[src/verilog/rpfc_cfg.svh]
// Purpose: constants for the reset and supply-fail controller
// Assumes: 100 MHz clock, 32-bit APB
// Notes:   included by bare name
`ifndef RPFC_CFG_SVH
`define RPFC_CFG_SVH

// ---------------------------------------------------------------
// register map (byte addresses)
// ---------------------------------------------------------------
`define RPFC_ADDR_PFCTL     12'h000
`define RPFC_ADDR_CFG       12'h004
`define RPFC_ADDR_STATUS    12'h008
`define RPFC_ADDR_CAUSE     12'h00c
`define RPFC_ADDR_RAMBANK   12'h010
`define RPFC_ADDR_PROGMODE  12'h014

// supply fail control fields
`define RPFC_PF_EN_BIT      0
`define RPFC_PF_MODE_BIT    1
`define RPFC_PF_FLAG_BIT    2
`define RPFC_PFCTL_RST      3'h0

// configuration area fields
`define RPFC_CFG_POR_BIT    0
`define RPFC_CFG_PORT_BIT   1
`define RPFC_CFG_ONP_BIT    2
`define RPFC_CFG_CLK_BIT    3
`define RPFC_CFG_LOCK_BIT   4
`define RPFC_CFG_RST        5'h00

// reset values of processor state
`define RPFC_RAMBANK_RST    8'h00
`define RPFC_DPAGE_RST      1'b0
`define RPFC_CLKSEL_MAIN    1'b0

// timing: clock period and start-up delay
`define RPFC_CLK_NS         10
`define RPFC_PF_FILT_NS     100
`define RPFC_PF_FILT_CYC    ((`RPFC_PF_FILT_NS + `RPFC_CLK_NS - 1) / `RPFC_CLK_NS)
`define RPFC_EXT_MIN_CYC    8
`define RPFC_STARTUP_US     65500
`define RPFC_OSC_NS         250
`define RPFC_STARTUP_CYC    ((`RPFC_STARTUP_US * 1000 + `RPFC_CLK_NS - 1) / `RPFC_CLK_NS)
`define RPFC_EXTRA_CYC      ((7 * `RPFC_OSC_NS + `RPFC_CLK_NS - 1) / `RPFC_CLK_NS)

`endif

[src/verilog/rpfc_pkg.sv]
// Purpose: types for the reset and supply-fail controller
// Assumes: nothing
// Notes:   constants live in rpfc_cfg.svh
`default_nettype none
package rpfc_pkg;
  // reset sources, one bit each
  typedef struct packed {
    logic addr_fail;
    logic supply_fail;
    logic watchdog;
    logic ext_pin;
    logic power_on;
  } rpfc_src_t;

  // sequencer states
  typedef enum logic [1:0] {
    RPFC_ST_HOLD  = 2'b00,
    RPFC_ST_COUNT = 2'b01,
    RPFC_ST_RUN   = 2'b10
  } rpfc_state_t;
endpackage : rpfc_pkg
`default_nettype wire

[src/verilog/rpfc_filter.sv]
// Purpose: level must persist a number of cycles before it is passed on
// Assumes: input synchronous to the clock
// Notes:   used for supply-fail debounce
`timescale 1ns/1ps
`default_nettype none
module rpfc_filter #(
  parameter int unsigned CYCLES = 10
) (
  input  wire logic I_CLK,
  input  wire logic I_RESET_N,
  input  wire logic i_level,
  output logic      o_hit
);
  localparam int W = $clog2(CYCLES + 1);
  logic [W-1:0] cnt_r;

  // count consecutive cycles of the level, clear on any gap
  always_ff @(posedge I_CLK or negedge I_RESET_N) begin
    if (!I_RESET_N) begin
      cnt_r <= '0;
    end else if (!i_level) begin
      cnt_r <= '0;
    end else if (cnt_r != W'(CYCLES)) begin
      cnt_r <= cnt_r + W'(1);
    end
  end

  assign o_hit = (cnt_r == W'(CYCLES));
endmodule : rpfc_filter
`default_nettype wire

[src/verilog/rpfc_delay.sv]
// Purpose: start-up delay counter, restarts on every reset request
// Assumes: counts on the main oscillator clock
// Notes:   o_done is a level while the count has expired
`timescale 1ns/1ps
`default_nettype none
module rpfc_delay #(
  parameter int unsigned CYCLES = 1000
) (
  input  wire logic I_CLK,
  input  wire logic I_RESET_N,
  input  wire logic i_restart,
  output logic      o_done
);
  localparam int W = $clog2(CYCLES + 1);
  logic [W-1:0] cnt_r;

  // any new request restarts the count from zero
  always_ff @(posedge I_CLK or negedge I_RESET_N) begin
    if (!I_RESET_N) begin
      cnt_r <= '0;
    end else if (i_restart) begin
      cnt_r <= '0;
    end else if (cnt_r != W'(CYCLES)) begin
      cnt_r <= cnt_r + W'(1);
    end
  end

  assign o_done = (cnt_r == W'(CYCLES)) && !i_restart;
endmodule : rpfc_delay
`default_nettype wire

[src/verilog/rpfc_top.sv]
// Purpose: merges reset sources, runs start-up delay, supply-fail control
// Assumes: one 100 MHz clock, inputs synchronous, APB register access
// Notes:   the internal reset drives the core; register file is on I_RESET_N
//
// Overview of operation
// (RQ1) five sources reset the device: power-on, pin, watchdog, supply fail, address fail
// (RQ2) power-on detector holds reset until supply is high enough
// (RQ3) with power-on and port options set, reset pin becomes a plain input bit
// (RQ4) reset clears ram bank and direct-page flag, selects main clock
// (RQ5) external circuit holds reset pin low at least eight oscillator periods; the bench driver holds it low at least 8 clock cycles (80 ns)
// (RQ6) after release wait 65.5 ms plus seven oscillator periods before running
// (RQ7) reset leaves internal RAM untouched; only core state is initialised
// (RQ8) reset ends when the reset pin returns high, then start-up proceeds
// (RQ9) execution starts at vector, high byte at top address, low byte below
// (RQ10) instruction fetch from invalid code or RAM area causes a reset
// (RQ11) supply-fail control register enables or disables detection
// (RQ12) supply low for 100 ns resets or freezes, chosen by mode bit
// (RQ13) configuration area reachable only in program or verify mode
// (RQ14) configuration selects power-on, onp, clock option and lock, and applies them; the clock option bit is stored but drives nothing
// (RQ15) enabled sources merge into one request held until delay expires
// (RQ16) delay counts main clock and restarts when any source reasserts
`timescale 1ns/1ps
`default_nettype none
`include "rpfc_cfg.svh"
module rpfc_top #(
  parameter int unsigned STARTUP_CYC = `RPFC_STARTUP_CYC + `RPFC_EXTRA_CYC,
  parameter logic [15:0] VEC_ADDR    = 16'hfffe
) (
  input  wire logic        I_CLK,
  input  wire logic        I_RESET_N,
  input  wire logic        I_POR_LOW,
  input  wire logic        I_RST_PIN_N,
  input  wire logic        I_WDT_TIMEOUT,
  input  wire logic        I_SUPPLY_LOW,
  input  wire logic        I_FETCH_VALID,
  input  wire logic        I_FETCH_BAD,
  input  wire logic [7:0]  I_VEC_DATA,
  input  wire logic        I_PADDR_DUMMY,
  input  wire logic        psel,
  input  wire logic        penable,
  input  wire logic        pwrite,
  input  wire logic [11:0] paddr,
  input  wire logic [31:0] pwdata,
  output logic [31:0]      prdata,
  output logic             pready,
  output logic             pslverr,
  output logic             O_CORE_RESET,
  output logic             O_FREEZE,
  output logic             O_PORT3_BIT5_INPUT,
  output logic [7:0]       O_RAM_BANK_REGISTER,
  output logic             O_DPAGE_FLAG,
  output logic             O_CLK_SEL,
  output logic             O_ONP_CONFIG_OPTION,
  output logic             O_SECURITY_LOCK,
  output logic [15:0]      O_VEC_ADDR,
  output logic             O_VEC_RD,
  output logic [15:0]      O_START_PC,
  output logic             O_RUN
);

  // ---------------------------------------------------------------
  // declarations
  // ---------------------------------------------------------------
  rpfc_pkg::rpfc_state_t state_r, state_nxt;
  rpfc_pkg::rpfc_src_t   src;
  logic [2:0]            supply_fail_control_reg;
  logic [4:0]            cfg_area_r;
  logic                  prog_mode_r;
  logic [4:0]            cause_r;
  logic                  pf_hit;
  logic                  req;
  logic                  delay_done;
  logic                  pin_as_port;
  logic                  vec_phase_r;
  logic [7:0]            vec_lo_r;
  logic                  wr_en;
  logic                  rd_en;

  // ---------------------------------------------------------------
  // source merge
  // ---------------------------------------------------------------
  // pin is a port only when both the power-on and port options are set
  assign pin_as_port = cfg_area_r[`RPFC_CFG_POR_BIT] && cfg_area_r[`RPFC_CFG_PORT_BIT]; // RQ3

  // each source is one bit; address fail needs a real fetch
  always_comb begin
    src.power_on    = I_POR_LOW;                                     // RQ2
    src.ext_pin     = !I_RST_PIN_N && !pin_as_port;                  // RQ8
    src.watchdog    = I_WDT_TIMEOUT;
    src.supply_fail = pf_hit && supply_fail_control_reg[`RPFC_PF_EN_BIT]
                      && !supply_fail_control_reg[`RPFC_PF_MODE_BIT];  // RQ11
    src.addr_fail   = I_FETCH_VALID && I_FETCH_BAD;                  // RQ10
  end

  assign req = |src; // RQ1 RQ15

  // the pin reads as a port bit; a reset pin reads high to stay harmless
  assign O_PORT3_BIT5_INPUT = pin_as_port ? I_RST_PIN_N : 1'b1;

  // ---------------------------------------------------------------
  // filters and delay
  // ---------------------------------------------------------------
  rpfc_filter #(
    .CYCLES (`RPFC_PF_FILT_CYC)
  ) u_pf_filter (
    .I_CLK     (I_CLK),
    .I_RESET_N (I_RESET_N),
    .i_level   (I_SUPPLY_LOW),
    .o_hit     (pf_hit)
  ); // RQ12

  rpfc_delay #(
    .CYCLES (STARTUP_CYC)
  ) u_delay (
    .I_CLK     (I_CLK),
    .I_RESET_N (I_RESET_N),
    .i_restart (req),
    .o_done    (delay_done)
  ); // RQ6 RQ16

  // ---------------------------------------------------------------
  // sequencer
  // ---------------------------------------------------------------
  // hold while requested, count after release, then fetch vector and run
  always_comb begin
    state_nxt = state_r;
    case (state_r)
      rpfc_pkg::RPFC_ST_HOLD: begin
        if (!req) begin
          state_nxt = rpfc_pkg::RPFC_ST_COUNT;
        end
      end
      rpfc_pkg::RPFC_ST_COUNT: begin
        if (req) begin
          state_nxt = rpfc_pkg::RPFC_ST_HOLD; // RQ16
        end else if (delay_done && vec_phase_r) begin
          state_nxt = rpfc_pkg::RPFC_ST_RUN;
        end
      end
      rpfc_pkg::RPFC_ST_RUN: begin
        if (req) begin
          state_nxt = rpfc_pkg::RPFC_ST_HOLD;
        end
      end
      default: state_nxt = rpfc_pkg::RPFC_ST_HOLD;
    endcase
  end

  always_ff @(posedge I_CLK or negedge I_RESET_N) begin
    if (!I_RESET_N) begin
      state_r <= rpfc_pkg::RPFC_ST_HOLD;
    end else begin
      state_r <= state_nxt;
    end
  end

  // core stays in reset until the vector has been read
  assign O_CORE_RESET = (state_r != rpfc_pkg::RPFC_ST_RUN); // RQ15
  assign O_RUN        = (state_r == rpfc_pkg::RPFC_ST_RUN);

  // ---------------------------------------------------------------
  // reset vector fetch: low byte first, then high byte
  // ---------------------------------------------------------------
  assign O_VEC_RD   = (state_r == rpfc_pkg::RPFC_ST_COUNT) && delay_done;
  assign O_VEC_ADDR = vec_phase_r ? (VEC_ADDR + 16'h0001) : VEC_ADDR; // RQ9

  always_ff @(posedge I_CLK or negedge I_RESET_N) begin
    if (!I_RESET_N) begin
      vec_phase_r <= 1'b0;
      vec_lo_r    <= 8'h00;
      O_START_PC  <= 16'h0000;
    end else if (state_r != rpfc_pkg::RPFC_ST_COUNT || !delay_done) begin
      vec_phase_r <= 1'b0;
    end else if (!vec_phase_r) begin
      vec_lo_r    <= I_VEC_DATA;
      vec_phase_r <= 1'b1;
    end else begin
      O_START_PC  <= {I_VEC_DATA, vec_lo_r}; // RQ9
    end
  end

  // ---------------------------------------------------------------
  // core state initialised by internal reset; RAM has no reset here
  // ---------------------------------------------------------------
  always_ff @(posedge I_CLK or negedge I_RESET_N) begin
    if (!I_RESET_N) begin
      O_RAM_BANK_REGISTER <= `RPFC_RAMBANK_RST;
      O_DPAGE_FLAG        <= `RPFC_DPAGE_RST;
      O_CLK_SEL           <= `RPFC_CLKSEL_MAIN;
    end else if (O_CORE_RESET) begin
      O_RAM_BANK_REGISTER <= `RPFC_RAMBANK_RST; // RQ4 RQ7
      O_DPAGE_FLAG        <= `RPFC_DPAGE_RST;
      O_CLK_SEL           <= `RPFC_CLKSEL_MAIN;
    end else if (wr_en && paddr == `RPFC_ADDR_RAMBANK) begin
      O_RAM_BANK_REGISTER <= pwdata[7:0];
      O_DPAGE_FLAG        <= pwdata[8];
      O_CLK_SEL           <= pwdata[9];
    end
  end

  // ---------------------------------------------------------------
  // supply fail control and freeze
  // ---------------------------------------------------------------
  always_ff @(posedge I_CLK or negedge I_RESET_N) begin
    if (!I_RESET_N) begin
      supply_fail_control_reg <= `RPFC_PFCTL_RST;
    end else begin
      if (wr_en && paddr == `RPFC_ADDR_PFCTL) begin
        supply_fail_control_reg[1:0] <= pwdata[1:0];
        if (pwdata[`RPFC_PF_FLAG_BIT]) begin
          supply_fail_control_reg[`RPFC_PF_FLAG_BIT] <= 1'b0;
        end
      end
      // set beats clear
      if (pf_hit && supply_fail_control_reg[`RPFC_PF_EN_BIT]) begin
        supply_fail_control_reg[`RPFC_PF_FLAG_BIT] <= 1'b1; // RQ12
      end
    end
  end

  // freeze holds the core while the supply stays low in freeze mode
  assign O_FREEZE = pf_hit && supply_fail_control_reg[`RPFC_PF_EN_BIT]
                    && supply_fail_control_reg[`RPFC_PF_MODE_BIT]; // RQ11 RQ12

  // ---------------------------------------------------------------
  // configuration area and cause capture
  // ---------------------------------------------------------------
  // writes only land in program mode, and reads outside it return zero
  always_ff @(posedge I_CLK or negedge I_RESET_N) begin
    if (!I_RESET_N) begin
      cfg_area_r  <= `RPFC_CFG_RST;
      prog_mode_r <= 1'b0;
    end else begin
      if (wr_en && paddr == `RPFC_ADDR_PROGMODE) begin
        prog_mode_r <= pwdata[0];
      end
      if (wr_en && paddr == `RPFC_ADDR_CFG && prog_mode_r) begin
        cfg_area_r <= pwdata[4:0]; // RQ13
      end
    end
  end

  assign O_ONP_CONFIG_OPTION = cfg_area_r[`RPFC_CFG_ONP_BIT];  // RQ14
  assign O_SECURITY_LOCK     = cfg_area_r[`RPFC_CFG_LOCK_BIT];

  // sticky cause bits; a new cause wins over a software clear
  always_ff @(posedge I_CLK or negedge I_RESET_N) begin
    if (!I_RESET_N) begin
      cause_r <= 5'h00;
    end else begin
      cause_r <= ((wr_en && paddr == `RPFC_ADDR_CAUSE) ? (cause_r & ~pwdata[4:0]) : cause_r) | src;
    end
  end

  // ---------------------------------------------------------------
  // APB slave: zero wait, unmapped reads zero and flag error
  // ---------------------------------------------------------------
  assign wr_en   = psel && penable && pwrite;
  assign rd_en   = psel && !penable && !pwrite;
  assign pready  = 1'b1;
  assign pslverr = psel && penable && (paddr > `RPFC_ADDR_PROGMODE || paddr[1:0] != 2'b00);

  // read data registered in the setup cycle
  always_ff @(posedge I_CLK or negedge I_RESET_N) begin
    if (!I_RESET_N) begin
      prdata <= 32'h0000_0000;
    end else if (rd_en) begin
      if (paddr == `RPFC_ADDR_PFCTL) begin
        prdata <= {29'h0, supply_fail_control_reg};
      end else if (paddr == `RPFC_ADDR_CFG) begin
        prdata <= prog_mode_r ? {27'h0, cfg_area_r} : 32'h0; // RQ13
      end else if (paddr == `RPFC_ADDR_STATUS) begin
        prdata <= {28'h0, O_FREEZE, pin_as_port, state_r};
      end else if (paddr == `RPFC_ADDR_CAUSE) begin
        prdata <= {27'h0, cause_r};
      end else if (paddr == `RPFC_ADDR_RAMBANK) begin
        prdata <= {22'h0, O_CLK_SEL, O_DPAGE_FLAG, O_RAM_BANK_REGISTER};
      end else if (paddr == `RPFC_ADDR_PROGMODE) begin
        prdata <= {31'h0, prog_mode_r};
      end else begin
        prdata <= 32'h0;
      end
    end
  end

  // ---------------------------------------------------------------
  // checks
  // ---------------------------------------------------------------
  chk_source_resets: assert property (@(posedge I_CLK) disable iff (!I_RESET_N)
    req |=> O_CORE_RESET) else $error("source did not hold core in reset"); // RQ1
  chk_por_holds: assert property (@(posedge I_CLK) disable iff (!I_RESET_N)
    I_POR_LOW |=> state_r == rpfc_pkg::RPFC_ST_HOLD) else $error("power-on low not held"); // RQ2
  // with every other source quiet, a port pin must never stop a running core
  chk_pin_port: assert property (@(posedge I_CLK) disable iff (!I_RESET_N)
    (pin_as_port && O_RUN && !I_POR_LOW && !I_WDT_TIMEOUT && !src.supply_fail
     && !(I_FETCH_VALID && I_FETCH_BAD)) |=> O_RUN) else $error("port pin caused reset"); // RQ3
  chk_ram_bank_clear: assert property (@(posedge I_CLK) disable iff (!I_RESET_N)
    $rose(O_RUN) |-> O_RAM_BANK_REGISTER == `RPFC_RAMBANK_RST && O_DPAGE_FLAG == `RPFC_DPAGE_RST
      && O_CLK_SEL == `RPFC_CLKSEL_MAIN)
    else $error("core state not initialised"); // RQ4
  chk_delay_hold: assert property (@(posedge I_CLK) disable iff (!I_RESET_N)
    $fell(req) |-> !O_RUN [*8]) else $error("ran before delay"); // RQ6
  chk_addr_fail: assert property (@(posedge I_CLK) disable iff (!I_RESET_N)
    (I_FETCH_VALID && I_FETCH_BAD) |=> cause_r[4] && O_CORE_RESET)
    else $error("address fail missed"); // RQ10
  // a disabled detector neither freezes nor resets a core that nothing else resets
  chk_pf_disabled: assert property (@(posedge I_CLK) disable iff (!I_RESET_N)
    (!supply_fail_control_reg[`RPFC_PF_EN_BIT] && O_RUN && !I_POR_LOW && I_RST_PIN_N
     && !I_WDT_TIMEOUT && !(I_FETCH_VALID && I_FETCH_BAD)) |-> !O_FREEZE ##1 O_RUN)
    else $error("disabled detector acted"); // RQ11
  chk_cfg_locked: assert property (@(posedge I_CLK) disable iff (!I_RESET_N)
    !prog_mode_r |=> $stable(cfg_area_r)) else $error("config changed outside program mode"); // RQ13
  chk_vec_order: assert property (@(posedge I_CLK) disable iff (!I_RESET_N)
    $rose(O_RUN) |-> O_START_PC == {$past(I_VEC_DATA), $past(vec_lo_r)})
    else $error("start address wrong"); // RQ9
endmodule : rpfc_top
`default_nettype wire

[config.mk]
export PLATFORM = sky130hd
export DESIGN_NAME = rpfc_top
export DESIGN_NICKNAME = d
export VERILOG_FILES = /design/src/verilog/rpfc_pkg.sv /design/src/verilog/rpfc_filter.sv /design/src/verilog/rpfc_delay.sv /design/src/verilog/rpfc_top.sv
export VERILOG_INCLUDE_DIRS = /design/src /design/src/verilog
export SDC_FILE = /design/constraint.sdc
export NUM_CORES = 1
export LEC_CHECK = 0
export BUFFER_PORTS_ARGS = -buffer_cell sky130_fd_sc_hd__buf_4
export CORE_MARGIN = 3
export CORE_UTILIZATION = 31
export CTS_CLUSTER_DIAMETER = 50
export DETAILED_ROUTE_END_ITERATION = 12
export SETUP_SLACK_MARGIN = 0.2
export SLEW_MARGIN = 20
export SYNTH_ARGS = -nofsm -noshare
export SYNTH_HDL_FRONTEND = slang
export SYNTH_SLANG_ARGS = --single-unit
export TNS_END_PERCENT = 30
[constraint.sdc]
create_clock -name I_CLK -period 7 [get_ports I_CLK]
set_clock_uncertainty 0.05 [all_clocks]
set_input_delay 0 -clock I_CLK [delete_from_list [all_inputs] [get_ports I_CLK]]
set_output_delay 0 -clock I_CLK [all_outputs]
set_load 0.01 [all_outputs]
; ---- Word level (Yosys, flattened, before mapping)
; Cells that the tools add are included.
[totals]
regBits = 110
out_inout_bits = 83
[op_classes]
addsub = 2
n_lt_le_gt_ge = 1
n_eq_ne = 17
n_mux = 29
n_bitwise = 5
n_reduce_logical = 41
[ops]
columns = cell, n
row1 = $mux 10, 5
row2 = $mux 23, 2
row3 = $eq 12x4->1 const B, 2
row4 = $eq 12x5->1 const B, 2
row5 = $add 23x1->23 const B, 1
row6 = $eq 23x23->1 const B, 1
row7 = $ne 23x23->1 const B, 1
row8 = $logic_and 1x1->1, 20
row9 = $mux 8, 2
row10 = $eq 12x3->1 const B, 1
row11 = $gt 12x5->1 const B, 1
row12 = $logic_not 12->1, 1
row13 = $mux 1, 10
row14 = $mux 5, 2
row15 = $reduce_bool 2->1, 5
row16 = $mux 2, 4
row17 = $mux 4, 2
row18 = $logic_not 1->1, 7
row19 = $ne 2x1->1 const B, 3
row20 = $pmux 2 s3, 1
row21 = $reduce_and 2->1, 3
row22 = $and 5x5->5, 1
row23 = $not 5->5, 1
row24 = $or 5x5->5, 1
row25 = 13 further kinds, 16

; ---- Logic depth before layout (Yosys ltp)
; Gate-level depths: netlist of run 1.
[depth]
word_depth = 10
mapped_depth = 8

; ---- By module
; Synthesis of run 1 repeated with hierarchy kept, for this count alone.
[unflattened]
hier_cells = 417
area_unflattened_um2 = 4501.8
[by_module_without_submodules]
columns = module, instances, cells_per_inst, area_per_inst_um2
row1 = rpfc_top, 1, 262, 2991.6
row2 = rpfc_delay, 1, 135, 1285.0
row3 = rpfc_filter, 1, 20, 225.2

; ---- Least setup slack after synthesis of run 1
; No wires, ideal clock.
[synth_path]
kind = register to register
startpoint = register u_pf_filter.cnt_r[0]
endpoint = register O_START_PC[10]
setup_ns = 0.125
t_arrival_ns = 2.127
required_ns = 6.825
setup_slack_ns = 4.698
stages_incl_launch_ff = 9
n_path_buf = 2
path_cell_list = dfrtp_1 inv_1 ha_1 and4b_1 a211oi_2 and4_1 buf_6 buf_12 mux2_4
[synth_between]
elab_chain_cells = 10
[synth_rtl]
columns = item, line_no
row1 = start: declaration, rpfc_filter.sv:15  ; logic [W-1:0] cnt_r;
row2 = start signal: assignment, rpfc_filter.sv:24  ; cnt_r <= cnt_r + W'(1);
row3 = $eq 4x4->1, rpfc_filter.sv:28  ; assign o_hit = (cnt_r == W'(CYCLES));
row4 = $logic_and 1x1->1 (2 in a row), rpfc_top.sv:90  ; src.supply_fail = pf_hit && supply_fail_control_reg[`RPFC_PF_EN_BIT]
row5 = $reduce_or 5->1, rpfc_top.sv:95  ; assign req = |src;
row6 = $logic_not 1->1, rpfc_delay.sv:28  ; assign o_done = (cnt_r == W'(CYCLES)) && !i_restart;
row7 = $logic_and 1x1->1, rpfc_delay.sv:28
row8 = $logic_not 1->1, rpfc_top.sv:172  ; end else if (state_r != rpfc_pkg::RPFC_ST_COUNT || !delay_done) begin
row9 = $logic_or 1x1->1, rpfc_top.sv:172
row10 = $not 1->1 (no source line), --
row11 = $reduce_and 2->1 (no source line), --
row12 = end signal: assignment, rpfc_top.sv:178  ; O_START_PC <= {I_VEC_DATA, vec_lo_r};
row13 = end: declaration, rpfc_top.sv:57  ; output logic [15:0] O_START_PC,
; No other way between the ends.
; A chain may end at the register's enable or synchronous reset.

; ---- Worst setup path after layout of run 1
[layout_path]
startpoint = register u_pf_filter.cnt_r[0]
endpoint = register O_START_PC[5]
; The elaborated chain is that of the path after synthesis.

==> flow_metrics.tcl, run 1 <==
set metrics [dict create \
    drc_violations_left 0 \
    count_of_maximum_capacitance_violations 0 \
    comb_power_share 0.077 \
    postPlaceCellArea_um2 5300 \
    yosysSeqAreaShare 0.472 \
    final_area_um2 5880 \
    total_wirelength_of_the_detailed_routed_design_mm 11.3 \
    timing.setup.critical_path_class "reg2reg" \
    timing.critical_path.to_type "flop" \
    power_frac_seq 0.496 \
    layout_common_cells "88 x sky130_fd_sc_hd__dfrtp_1, 86 x sky130_fd_sc_hd__buf_4, 38 x sky130_fd_sc_hd__conb_1" \
    cell_internal_pwr_uw 801 \
    clock_insertion_delay_worst_skew_ns 0.33 \
    io_buffers 85 \
    power.total_uw 1030 \
    placeableCoreArea_um2 14600 \
    grt_first_pass_wirelength_mm 18.3 \
    worstPathBufferInverterCount 1 \
    max_freq_mhz 326 \
    dpl.cell_count 703 \
    hold_path_class "in2reg" \
    post-synth-top-area-fraction 0.472 \
    least_margin_pin_slew_ns 0.943 \
    largest_reg_flops 23 \
    hpwlAfterDp_mm 8.00 \
    fin_crit_sh 0.439 \
    area.growth.synth_to_final_pct 25.9 \
    final_core_util 0.401 \
    crit_path_max_incr_delay_ns 0.93 \
    synth.top_cells.by_area "sky130_fd_sc_hd__dfrtp_1 47%, sky130_fd_sc_hd__buf_4 6.4%, sky130_fd_sc_hd__mux2_2 5.5%, sky130_fd_sc_hd__nand3_1 3.1%, sky130_fd_sc_hd__mux2_4 2.9%" \
    reg_with_most_ffs "u_delay.cnt_r" \
    timing.critical_path.max_delay_family "simple AND/OR/NAND/NOR gates" \
    path_max_fanout 17 \
    yosys_warnings 0 \
    pin_count 147 \
    worstPathCellList "inv_1 > ha_1 > and4b_1 > a211oi_2 > and4_1 > mux2_2" \
    route.vias.total 3717 \
    rsz0062_at_grt "no" \
    cp.arrival_ns 3.24 \
    ctsRootBufferMaster "sky130_fd_sc_hd__clkbuf_16" \
    layout-drive-gt1-share 0.253 \
    top_regs "u_delay.cnt_r: 23 flops, O_START_PC: 16 flops, prdata: 10 flops" \
    layoutNonFillerInstCount 749 \
    die_w_um 129 \
    cts.sinks 88 \
    max-vdd-ir-drop_uv 123 \
    final_net_count 628 \
    post-cts-setup-buffers 0 \
    synth-async-reset-ratio 1.00 \
    antenna_violating_nets_post_route 0 \
    clockBufferDepth 2 \
    grt_max_degree 57 \
    first_global_vias 3609 \
    clkPwrFrac 0.428 \
    max_slew_violation_count 0 \
    totalNegativeSetupSlack_ns 0 \
    clock_transition_at_the_registers_of_the_reported_paths_ns 0.06 \
    edff_count_synth 0 \
    synth_top_flop_cell "sky130_fd_sc_hd__dfrtp_1" \
    total_power_per_unit_cell_area_nw_per_um2 176 \
    worst_ep_required_time_ns 7.17 \
    status "completed" \
    finalSetupViolations 0 \
    number_of_standard_cell_rows_in_the_floorplan 44 \
    die_height_um 129 \
    wire_per_inst_um 15.0 \
    ctsHtreeMaxLevel 3 \
    maxSlewHeadroom 0.372 \
    tritoncts_buffer_count 9 \
    antenna_found_initial 0 \
    synthCells 453 \
    layout_commonest_cell "sky130_fd_sc_hd__dfrtp_1" \
    grt_util_all_layers 0.136 \
    first_drt_pass_iteration_count 4 \
    postSynthAreaPerCell_um2 10.3 \
    diodes 0 \
    netlist_area_um2 4670 \
    slowest_stage "sky130_fd_sc_hd__and4_1" \
    p_switching_uw 234 \
    clock_tree_from_tritoncts "yes" \
    effective_utilization_at_floorplan 0.319 \
    hold_violations 0 \
    overall_die_area_um2 16600 \
    synth_register_bits 88 \
    post-synth-top-area-cell "sky130_fd_sc_hd__dfrtp_1" \
    drt_iter0_markers 183 \
    sw_frac_of_total 0.226 \
    globalRoute.totalOverflow 0 \
    final_period_demand_of_the_worst_path_ns 3.07 \
    post_drt_via_cell_ratio 4.96 \
    p_leak_uw 0.00261 \
    routability_cong 0.805 \
    cp-start-kind "flop" \
    ys_types 59 \
]
## synthesized netlist by cell type (6+ instances only)
| library cell | instances |
|---|---|
| sky130_fd_sc_hd__dfrtp_1 | 88 |
| sky130_fd_sc_hd__o21ai_0 | 27 |
| sky130_fd_sc_hd__mux2i_1 | 6 |
| sky130_fd_sc_hd__nand2_1 | 33 |
| sky130_fd_sc_hd__or4_1 | 8 |
| sky130_fd_sc_hd__a22o_1 | 6 |
| sky130_fd_sc_hd__o31ai_1 | 7 |
| sky130_fd_sc_hd__nand4_1 | 9 |
| sky130_fd_sc_hd__nand2b_1 | 9 |
| sky130_fd_sc_hd__buf_4 | 40 |
| sky130_fd_sc_hd__nand3_1 | 29 |
| sky130_fd_sc_hd__and3_1 | 7 |
| sky130_fd_sc_hd__mux2_4 | 9 |
| sky130_fd_sc_hd__inv_1 | 8 |
| sky130_fd_sc_hd__nor3_1 | 8 |
| sky130_fd_sc_hd__nor2_1 | 17 |
| sky130_fd_sc_hd__clkbuf_1 | 12 |
| sky130_fd_sc_hd__xnor2_1 | 7 |
| sky130_fd_sc_hd__mux2_2 | 23 |
| sky130_fd_sc_hd__a21oi_1 | 26 |
| sky130_fd_sc_hd__and2_1 | 6 |
## stage by stage
step           worst slack, ns  hold slack, ns
2_1_floorplan             4.70          -0.346
3_3_place_gp              3.93         -0.0924
3_5_place_dp              3.88         -0.0798
4_1_cts                   3.85          0.0145
5_1_grt                   3.65          0.0511
6_report                  3.93          0.0177
## per-layer routing
layer | wire length [um] | share of wire | track usage | vias to the layer above
met5 | 0 | 0 | 0 | -
met4 | 108 | 0.0096 | 0.0364 | 0
met3 | 584 | 0.052 | 0.0332 | 9
met2 | 5410 | 0.48 | 0.219 | 110
met1 | 5150 | 0.46 | 0.184 | 1803
li1 | - | - | - | 1795
## final cells by class
class,instances,area [um^2]
clock buffers,12,256
clock inverters,3,17.5
fillers,1426,8760
inverters,8,30.0
multi-input cells,337,2190
flip-flops and latches,88,2200
well taps,184,230
repair buffers,117,956
## tightest hold or removal path, delay by kind of cell
| family | cells | cell delay (ns) |
|---|---|---|
| simple gates | 1 | 0.13 |
| buf+inv | 1 | 0.15 |
| compound gates | 1 | 0.08 |
## power by group through the flow
stage	Clock, uW	Combinational (uW)	Sequential, uW
2_1_floorplan	0	44.7	522
3_3_place_gp	0	65.9	522
3_5_place_dp	0	67.3	522
4_1_cts	456	80.2	513
5_1_grt	479	88.8	513
6_report	442	79.4	513
## cells by family after synthesis
kind of cell             count (synthesis)  synth area share
buffers and inverters                   64            0.0887
AND/OR/NAND/NOR                        160             0.194
AO/OA/AOI/OAI                           88             0.120
XOR/XNOR                                10            0.0188
multiplexers                            38            0.0973
other                                    2           0.00161
flip-flops                              88             0.472
adder cells (fa/ha/maj)                  3           0.00804
## worst paths after layout
| check | start | depth (start not counted) | slack (ns) | endpoint |
|---|---|---|---|---|
| hold / removal | paddr[4] | 3 | 0.02 | prdata[4] |
| setup reg to reg | u_pf_filter.cnt_r[0] | 6 | 3.93 | O_START_PC[5] |
| setup / recovery | u_pf_filter.cnt_r[0] | 6 | 3.93 | O_START_PC[5] |
| hold reg to reg | prdata[3] | 2 | 0.44 | prdata[3] |
| min in group asynchronous | I_RESET_N | 2 | 0.11 | O_START_PC[2] |
| max in group asynchronous | I_RESET_N | 3 | 5.71 | prdata[0] |
## timing repair
action	CTS	global route
hold endpoints to repair	77	0
resized for setup	0	0
hold buffers	31	0
Note: power is estimated with default switching activity, not from simulation.
==> inputs of run 2 (changes only) <==
==> constraint.sdc (replaced) <==
create_clock -name I_CLK -period 2.7 [get_ports I_CLK]
set_clock_uncertainty 0.05 [all_clocks]
set_input_delay 0 -clock I_CLK [delete_from_list [all_inputs] [get_ports I_CLK]]
set_output_delay 0 -clock I_CLK [all_outputs]
set_load 0.01 [all_outputs]
==> run 2 against run 1 <==
- critical path depth decreased by 1
- die area is the same
- global-route usage rose by 0.076 points
==> flow_metrics.tcl, run 2 (synthesis results as in run 1) <==
set metrics [dict create \
    status "completed" \
    dpl.cell_count 709 \
    clock_insertion_delay_worst_skew_ns 0.34 \
    min_delay_path_depth 3 \
    layout-drive-gt1-share 0.266 \
    final_net_count 635 \
    timing.critical_path.to_type "output port" \
    top_regs "u_delay.cnt_r: 23 flops, O_START_PC: 16 flops, prdata: 10 flops" \
    worstPathCellList "or4_4 > or3_2 > nor2_1 > and3_4 > buf_4" \
    area.growth.synth_to_final_pct 28.5 \
    crit-reg2reg-launch "u_delay.cnt_r[0]" \
    placeableCoreArea_um2 14600 \
    largest_reg_flops 23 \
    hpwlAfterDp_mm 8.24 \
    route.vias.total 3822 \
    grt_max_degree 53 \
    power_frac_seq 0.461 \
    io_buffers 85 \
    p_switching_uw 641 \
    first_global_vias 3702 \
    slowest_stage "sky130_fd_sc_hd__or4_4" \
    rsz0062_at_grt "no" \
    grt_util_all_layers 0.137 \
    comb_power_share 0.073 \
    finalSetupViolations 0 \
    clock_tree_from_tritoncts "yes" \
    drt_iter0_markers 180 \
    clock_transition_at_the_registers_of_the_reported_paths_ns 0.06 \
    routability_cong 0.802 \
    die_height_um 129 \
    grt_first_pass_wirelength_mm 18.5 \
    path_max_fanout 5 \
    final_core_util 0.410 \
    clockBufferDepth 2 \
    cts.sinks 88 \
    totalNegativeSetupSlack_ns 0 \
    p_leak_uw 0.00267 \
    layoutNonFillerInstCount 756 \
    total_wirelength_of_the_detailed_routed_design_mm 11.5 \
    reg_with_most_ffs "u_delay.cnt_r" \
    antenna_found_initial 0 \
    worst_ep_required_time_ns 2.65 \
    first_drt_pass_iteration_count 5 \
    worst-r2r-cell-count 6 \
    globalRoute.totalOverflow 0 \
    max_freq_mhz 416 \
    ctsHtreeMaxLevel 3 \
    antenna_violating_nets_post_route 0 \
    max-vdd-ir-drop_uv 284 \
    drc_violations_left 0 \
    filler_cell_count 1415 \
    effective_utilization_at_floorplan 0.319 \
    min-delay-start "paddr[4]" \
    die_w_um 129 \
    tritoncts_buffer_count 9 \
    clkPwrFrac 0.466 \
    max_slew_violation_count 0 \
    number_of_standard_cell_rows_in_the_floorplan 44 \
    cp.arrival_ns 2.35 \
    ctsRootBufferMaster "sky130_fd_sc_hd__clkbuf_16" \
    fin_crit_sh 0.890 \
    cell_internal_pwr_uw 2240 \
    final_period_demand_of_the_worst_path_ns 2.40 \
    cp-start-kind "flop" \
    layout_common_cells "91 x sky130_fd_sc_hd__buf_4, 88 x sky130_fd_sc_hd__dfrtp_1, 38 x sky130_fd_sc_hd__conb_1" \
    hold_path_class "in2reg" \
    pin_count 147 \
    hold_violations 0 \
    maxSlewHeadroom 0.546 \
    post_drt_via_cell_ratio 5.06 \
    timing.setup.critical_path_class "reg2out" \
    diodes 0 \
    total_power_per_unit_cell_area_nw_per_um2 481 \
    setup.worst_path.start "u_delay.cnt_r[10]" \
    overall_die_area_um2 16600 \
    least_margin_pin_slew_ns 0.681 \
    crit_path_max_incr_delay_ns 0.58 \
    sw_frac_of_total 0.222 \
    layout_commonest_cell "sky130_fd_sc_hd__buf_4" \
    count_of_maximum_capacitance_violations 0 \
    wire_per_inst_um 15.2 \
]
[run 2: cell count changes in the layout (fill, tap and decap cells not counted)]
cell / delta
sky130_fd_sc_hd__bufinv_16: +2
sky130_fd_sc_hd__clkinvlp_4: -1
sky130_fd_sc_hd__buf_4: +5
sky130_fd_sc_hd__clkbuf_8: -1
sky130_fd_sc_hd__and3_1: -1
sky130_fd_sc_hd__inv_6: +1
sky130_fd_sc_hd__clkbuf_1: -1
sky130_fd_sc_hd__or4b_1: -1
sky130_fd_sc_hd__or4b_4: +1
sky130_fd_sc_hd__dlygate4sd3_1: +1
sky130_fd_sc_hd__and3_4: +1
sky130_fd_sc_hd__buf_12: +1
[run 2: per-layer routing]
metal | global-route usage | share of wire
met2 | 0.231 | 0.49
met4 | 0.0401 | 0.016
met5 | 0 | 0
met3 | 0.0328 | 0.059
met1 | 0.175 | 0.44
[run 2: cell type report]
cell class	instances	area, um^2	area share
Clock inverter	5	78.8	0.0131
Sequential cell	88	2200	0.367
Clock buffer	10	239	0.0398
Multi-Input combinational cell	337	2200	0.366
Timing Repair Buffer	124	1020	0.171
Inverter	8	30.0	0.00501
Tap cell	184	230	0.0384
[run 2: metrics by stage]
| step | total power [uW] | setup slack, ns | area (um^2) | hold slack, ns |
|---|---|---|---|---|
| 2_1_floorplan | 1470 | 0.398 | 4800 | -0.346 |
| 3_3_place_gp | 1530 | 0.404 | 5350 | 0.0316 |
| 3_5_place_dp | 1530 | 0.376 | 5350 | 0.0373 |
| 4_1_cts | 2920 | 0.253 | 5990 | 0.0138 |
| 5_1_grt | 3000 | 0.205 | 6000 | 0.0501 |
| 6_report | 2890 | 0.296 | 6000 | 0.0288 |
[run 2: power groups by stage]
stage / registers [uW] / clock network [uW] / logic, uW
floorplan: 1350 / 0 / 116
global placement: 1350 / 0 / 174
detailed placement: 1350 / 0 / 178
CTS: 1330 / 1380 / 212
global route: 1330 / 1430 / 234
finish: 1330 / 1350 / 210
[run 2: final timing paths]
kind	end	slack [ns]
setup / recovery	O_VEC_RD	0.30
hold / removal	prdata[4]	0.03
setup reg to reg	O_START_PC[3]	0.32
hold reg to reg	prdata[3]	0.43
max in group asynchronous	O_RAM_BANK_REGISTER[1]	1.66
min in group asynchronous	vec_lo_r[2]	0.19
[run 2: what timing repair did]
action / 4_1_cts / 5_1_grt
resized for setup: 0 / 2
endpoints found under the hold margin: 95 / 0
buffers inserted: 0 / 0
endpoints found under the setup margin: 0 / 1
hold buffers: 32 / 0
[run 2: worst max-delay path, delay by kind of cell (launching register included)]
family	cells	cell delay (ns)
flip-flops	1	0.43
buffers and inverters	1	0.12
AND/OR/NAND/NOR	4	1.47
==> inputs of run 3 (changes only) <==
--- a/config.mk
+++ b/config.mk
@@ -6,6 +6,7 @@
 export SDC_FILE = /design/constraint.sdc
 export NUM_CORES = 1
 export LEC_CHECK = 0
+export ABC_AREA = 1
 export BUFFER_PORTS_ARGS = -buffer_cell sky130_fd_sc_hd__buf_4
 export CORE_MARGIN = 3
 export CORE_UTILIZATION = 31
==> run 3 against run 2 <==
- utilization grew 0.11 points
- clock power shrank 4%
- count of clock-buffer cells in the layout is the same
- fmax grew 9.5%
- worst setup slack gained 0.21 ns
- die area grew 2.6%
- critical path depth grew 4
- via count grew 9.5%
- flip-flop and latch count is the same
- final area grew 1.4%
- combinational power is essentially flat
- largest cell class unchanged
- largest power group is now sequential cells
==> flow_metrics.tcl, run 3 <==
set metrics [dict create \
    postPlaceCellArea_um2 5520 \
    power_frac_seq 0.471 \
    first_drt_pass_iteration_count 4 \
    clkPwrFrac 0.455 \
    first_global_vias 3964 \
    synthCells 630 \
    rsz0062_at_grt "no" \
    tritoncts_buffer_count 9 \
    postSynthAreaPerCell_um2 7.61 \
    dpl.cell_count 895 \
    layout-drive-gt1-share 0.168 \
    final_net_count 815 \
    sw_frac_of_total 0.236 \
    max_slew_violation_count 0 \
    drt_iter0_markers 326 \
    top_regs "u_delay.cnt_r: 23 flops, O_START_PC: 16 flops, prdata: 10 flops" \
    cell_internal_pwr_uw 2160 \
    totalNegativeSetupSlack_ns 0 \
    grt_first_pass_wirelength_mm 19.9 \
    drc_violations_left 0 \
    hpwlAfterDp_mm 9.03 \
    die_height_um 130 \
    post_drt_via_cell_ratio 4.47 \
    io_buffers 85 \
    largest_reg_flops 23 \
    cp-start-kind "flop" \
    post-cts-setup-buffers 0 \
    final_period_demand_of_the_worst_path_ns 2.20 \
    filler_cell_count 1508 \
    synth.top_cells.by_area "sky130_fd_sc_hd__dfrtp_1 46%, sky130_fd_sc_hd__nand2_1 8.9%, sky130_fd_sc_hd__nor2_1 8.2%, sky130_fd_sc_hd__inv_1 7.4%, sky130_fd_sc_hd__buf_4 6.1%" \
    p_leak_uw 0.00303 \
    p_switching_uw 667 \
    antenna_found_initial 0 \
    synth_top_flop_cell "sky130_fd_sc_hd__dfrtp_1" \
    routability_cong 0.853 \
    ys_types 34 \
    reg_with_most_ffs "u_delay.cnt_r" \
    layoutNonFillerInstCount 936 \
    cp.arrival_ns 2.15 \
    route.vias.total 4184 \
    worst_ep_required_time_ns 2.65 \
    wire_per_inst_um 13.0 \
    yosys_warnings 0 \
    die_w_um 130 \
    number_of_standard_cell_rows_in_the_floorplan 44 \
    netlist_area_um2 4790 \
    maxSlewHeadroom 0.538 \
    clockBufferDepth 2 \
    comb_power_share 0.074 \
    synth-async-reset-ratio 1.00 \
    clock_insertion_delay_worst_skew_ns 0.34 \
    effective_utilization_at_floorplan 0.324 \
    status "completed" \
    post-synth-top-area-cell "sky130_fd_sc_hd__dfrtp_1" \
    globalRoute.totalOverflow 0 \
    placeableCoreArea_um2 14800 \
    path_max_fanout 13 \
    edff_count_synth 0 \
    post-synth-top-area-fraction 0.459 \
    least_margin_pin_slew_ns 0.693 \
    fin_crit_sh 0.813 \
    total_power_per_unit_cell_area_nw_per_um2 465 \
    pin_count 147 \
    diodes 0 \
    ctsHtreeMaxLevel 3 \
    hold_path_class "in2reg" \
    hold_violations 0 \
    synth_register_bits 88 \
    count_of_maximum_capacitance_violations 0 \
    synth_most_common_cell "sky130_fd_sc_hd__nand2_1" \
    area.growth.synth_to_final_pct 26.9 \
    timing.setup.critical_path_class "reg2out" \
    final_area_um2 6080 \
    grt_max_degree 52 \
    layout_commonest_cell "sky130_fd_sc_hd__nand2_1" \
    cts.sinks 88 \
    max-vdd-ir-drop_uv 384 \
    ctsRootBufferMaster "sky130_fd_sc_hd__clkbuf_16" \
    layout_common_cells "114 x sky130_fd_sc_hd__nand2_1, 105 x sky130_fd_sc_hd__nor2_1, 95 x sky130_fd_sc_hd__inv_1" \
    max_freq_mhz 455 \
    antenna_violating_nets_post_route 0 \
    clock_transition_at_the_registers_of_the_reported_paths_ns 0.07 \
    clock_tree_from_tritoncts "yes" \
    yosysSeqAreaShare 0.459 \
    grt_util_all_layers 0.147 \
    finalSetupViolations 0 \
    overall_die_area_um2 17000 \
    total_wirelength_of_the_detailed_routed_design_mm 12.2 \
    synth_common_cells "114 x sky130_fd_sc_hd__nand2_1, 105 x sky130_fd_sc_hd__nor2_1, 95 x sky130_fd_sc_hd__inv_1" \
    timing.critical_path.to_type "output port" \
]
## run 3: cell count changes after synthesis, moves of 23 or more
| cell | previous run | this run |
|---|---|---|
| sky130_fd_sc_hd__nor2_1 | 17 | 105 |
| sky130_fd_sc_hd__nand2_1 | 33 | 114 |
| sky130_fd_sc_hd__o21ai_0 | 27 | 51 |
| sky130_fd_sc_hd__inv_1 | 8 | 95 |
| sky130_fd_sc_hd__mux2_2 | 23 | 0 |
## run 3: layout make-up
| type | instances | area (um^2) | area share |
|---|---|---|---|
| inverter | 98 | 368 | 0.0605 |
| sequential | 88 | 2200 | 0.362 |
| clock buffer | 10 | 239 | 0.0393 |
| clock inverter | 5 | 62.6 | 0.0103 |
| multi-input combinational | 435 | 2030 | 0.334 |
| timing repair buffer | 116 | 948 | 0.156 |
| tap | 184 | 230 | 0.0378 |
## run 3: power groups by stage
stage               clock [uW]  sequential (uW)  combinational, uW
global route              1360             1340                237
global placement             0             1360                181
CTS                       1320             1330                211
finish                    1290             1330                208
detailed placement           0             1360                181
floorplan                    0             1360                112
## run 3: layer usage
layer	up-vias	GRT usage	routed length, um	part of all wire
met1	1920	0.209	5880	0.48
met4	0	0.0387	144	0.012
met5	-	0	0	0
met2	115	0.224	5370	0.44
li1	2137	-	-	-
met3	12	0.0401	774	0.064
## run 3: path summary, 6_finish.rpt
kind	startpoint	to	slack (ns)	depth (start not counted)
max	u_pf_filter.cnt_r[0]	O_VEC_RD	0.50	9
min	paddr[3]	prdata[1]	0.05	5
max reg2reg	u_delay.cnt_r[0]	O_START_PC[12]	0.61	8
min reg2reg	prdata[4]	prdata[4]	0.44	2
max in group asynchronous	I_RESET_N	prdata[9]	1.76	3
min in group asynchronous	I_RESET_N	prdata[2]	0.20	2
## run 3: critical path, cell delays in order (launching register included)
cell and delay [ns]:
sky130_fd_sc_hd__dfrtp_1 0.40, sky130_fd_sc_hd__inv_1 0.06, sky130_fd_sc_hd__ha_1 0.18, sky130_fd_sc_hd__nand3_1 0.13
sky130_fd_sc_hd__nor2_1 0.09, sky130_fd_sc_hd__nand2_1 0.13, sky130_fd_sc_hd__nand2_1 0.08, sky130_fd_sc_hd__buf_4 0.20
sky130_fd_sc_hd__nor3_1 0.34, sky130_fd_sc_hd__buf_4 0.19
## run 3: cells by family after synthesis
group	Yosys count	synth area share
and+or+nand+nor	316	0.294
DFF	88	0.459
other	2	0.00157
adders and majority gates	3	0.00783
xor gates and xnor gates	11	0.0201
AOI/OAI and AO/OA	67	0.0723
buffers and inverters	143	0.145
## run 3: per-stage QoR
step	utilization	hold slack [ns]	worst slack [ns]	total power, uW
2_1_floorplan	-	-0.346	0.956	1470
3_3_place_gp	0.373	0.0393	0.629	1540
3_5_place_dp	0.373	0.0394	0.585	1540
4_1_cts	0.411	0.0394	0.439	2870
5_1_grt	0.411	0.103	0.342	2940
6_report	0.411	0.0496	0.504	2830
## run 3: what timing repair did
item | CTS | global route
gates resized for setup | 0 | 0
hold buffers | 26 | 0
endpoints found under the hold margin | 92 | 0
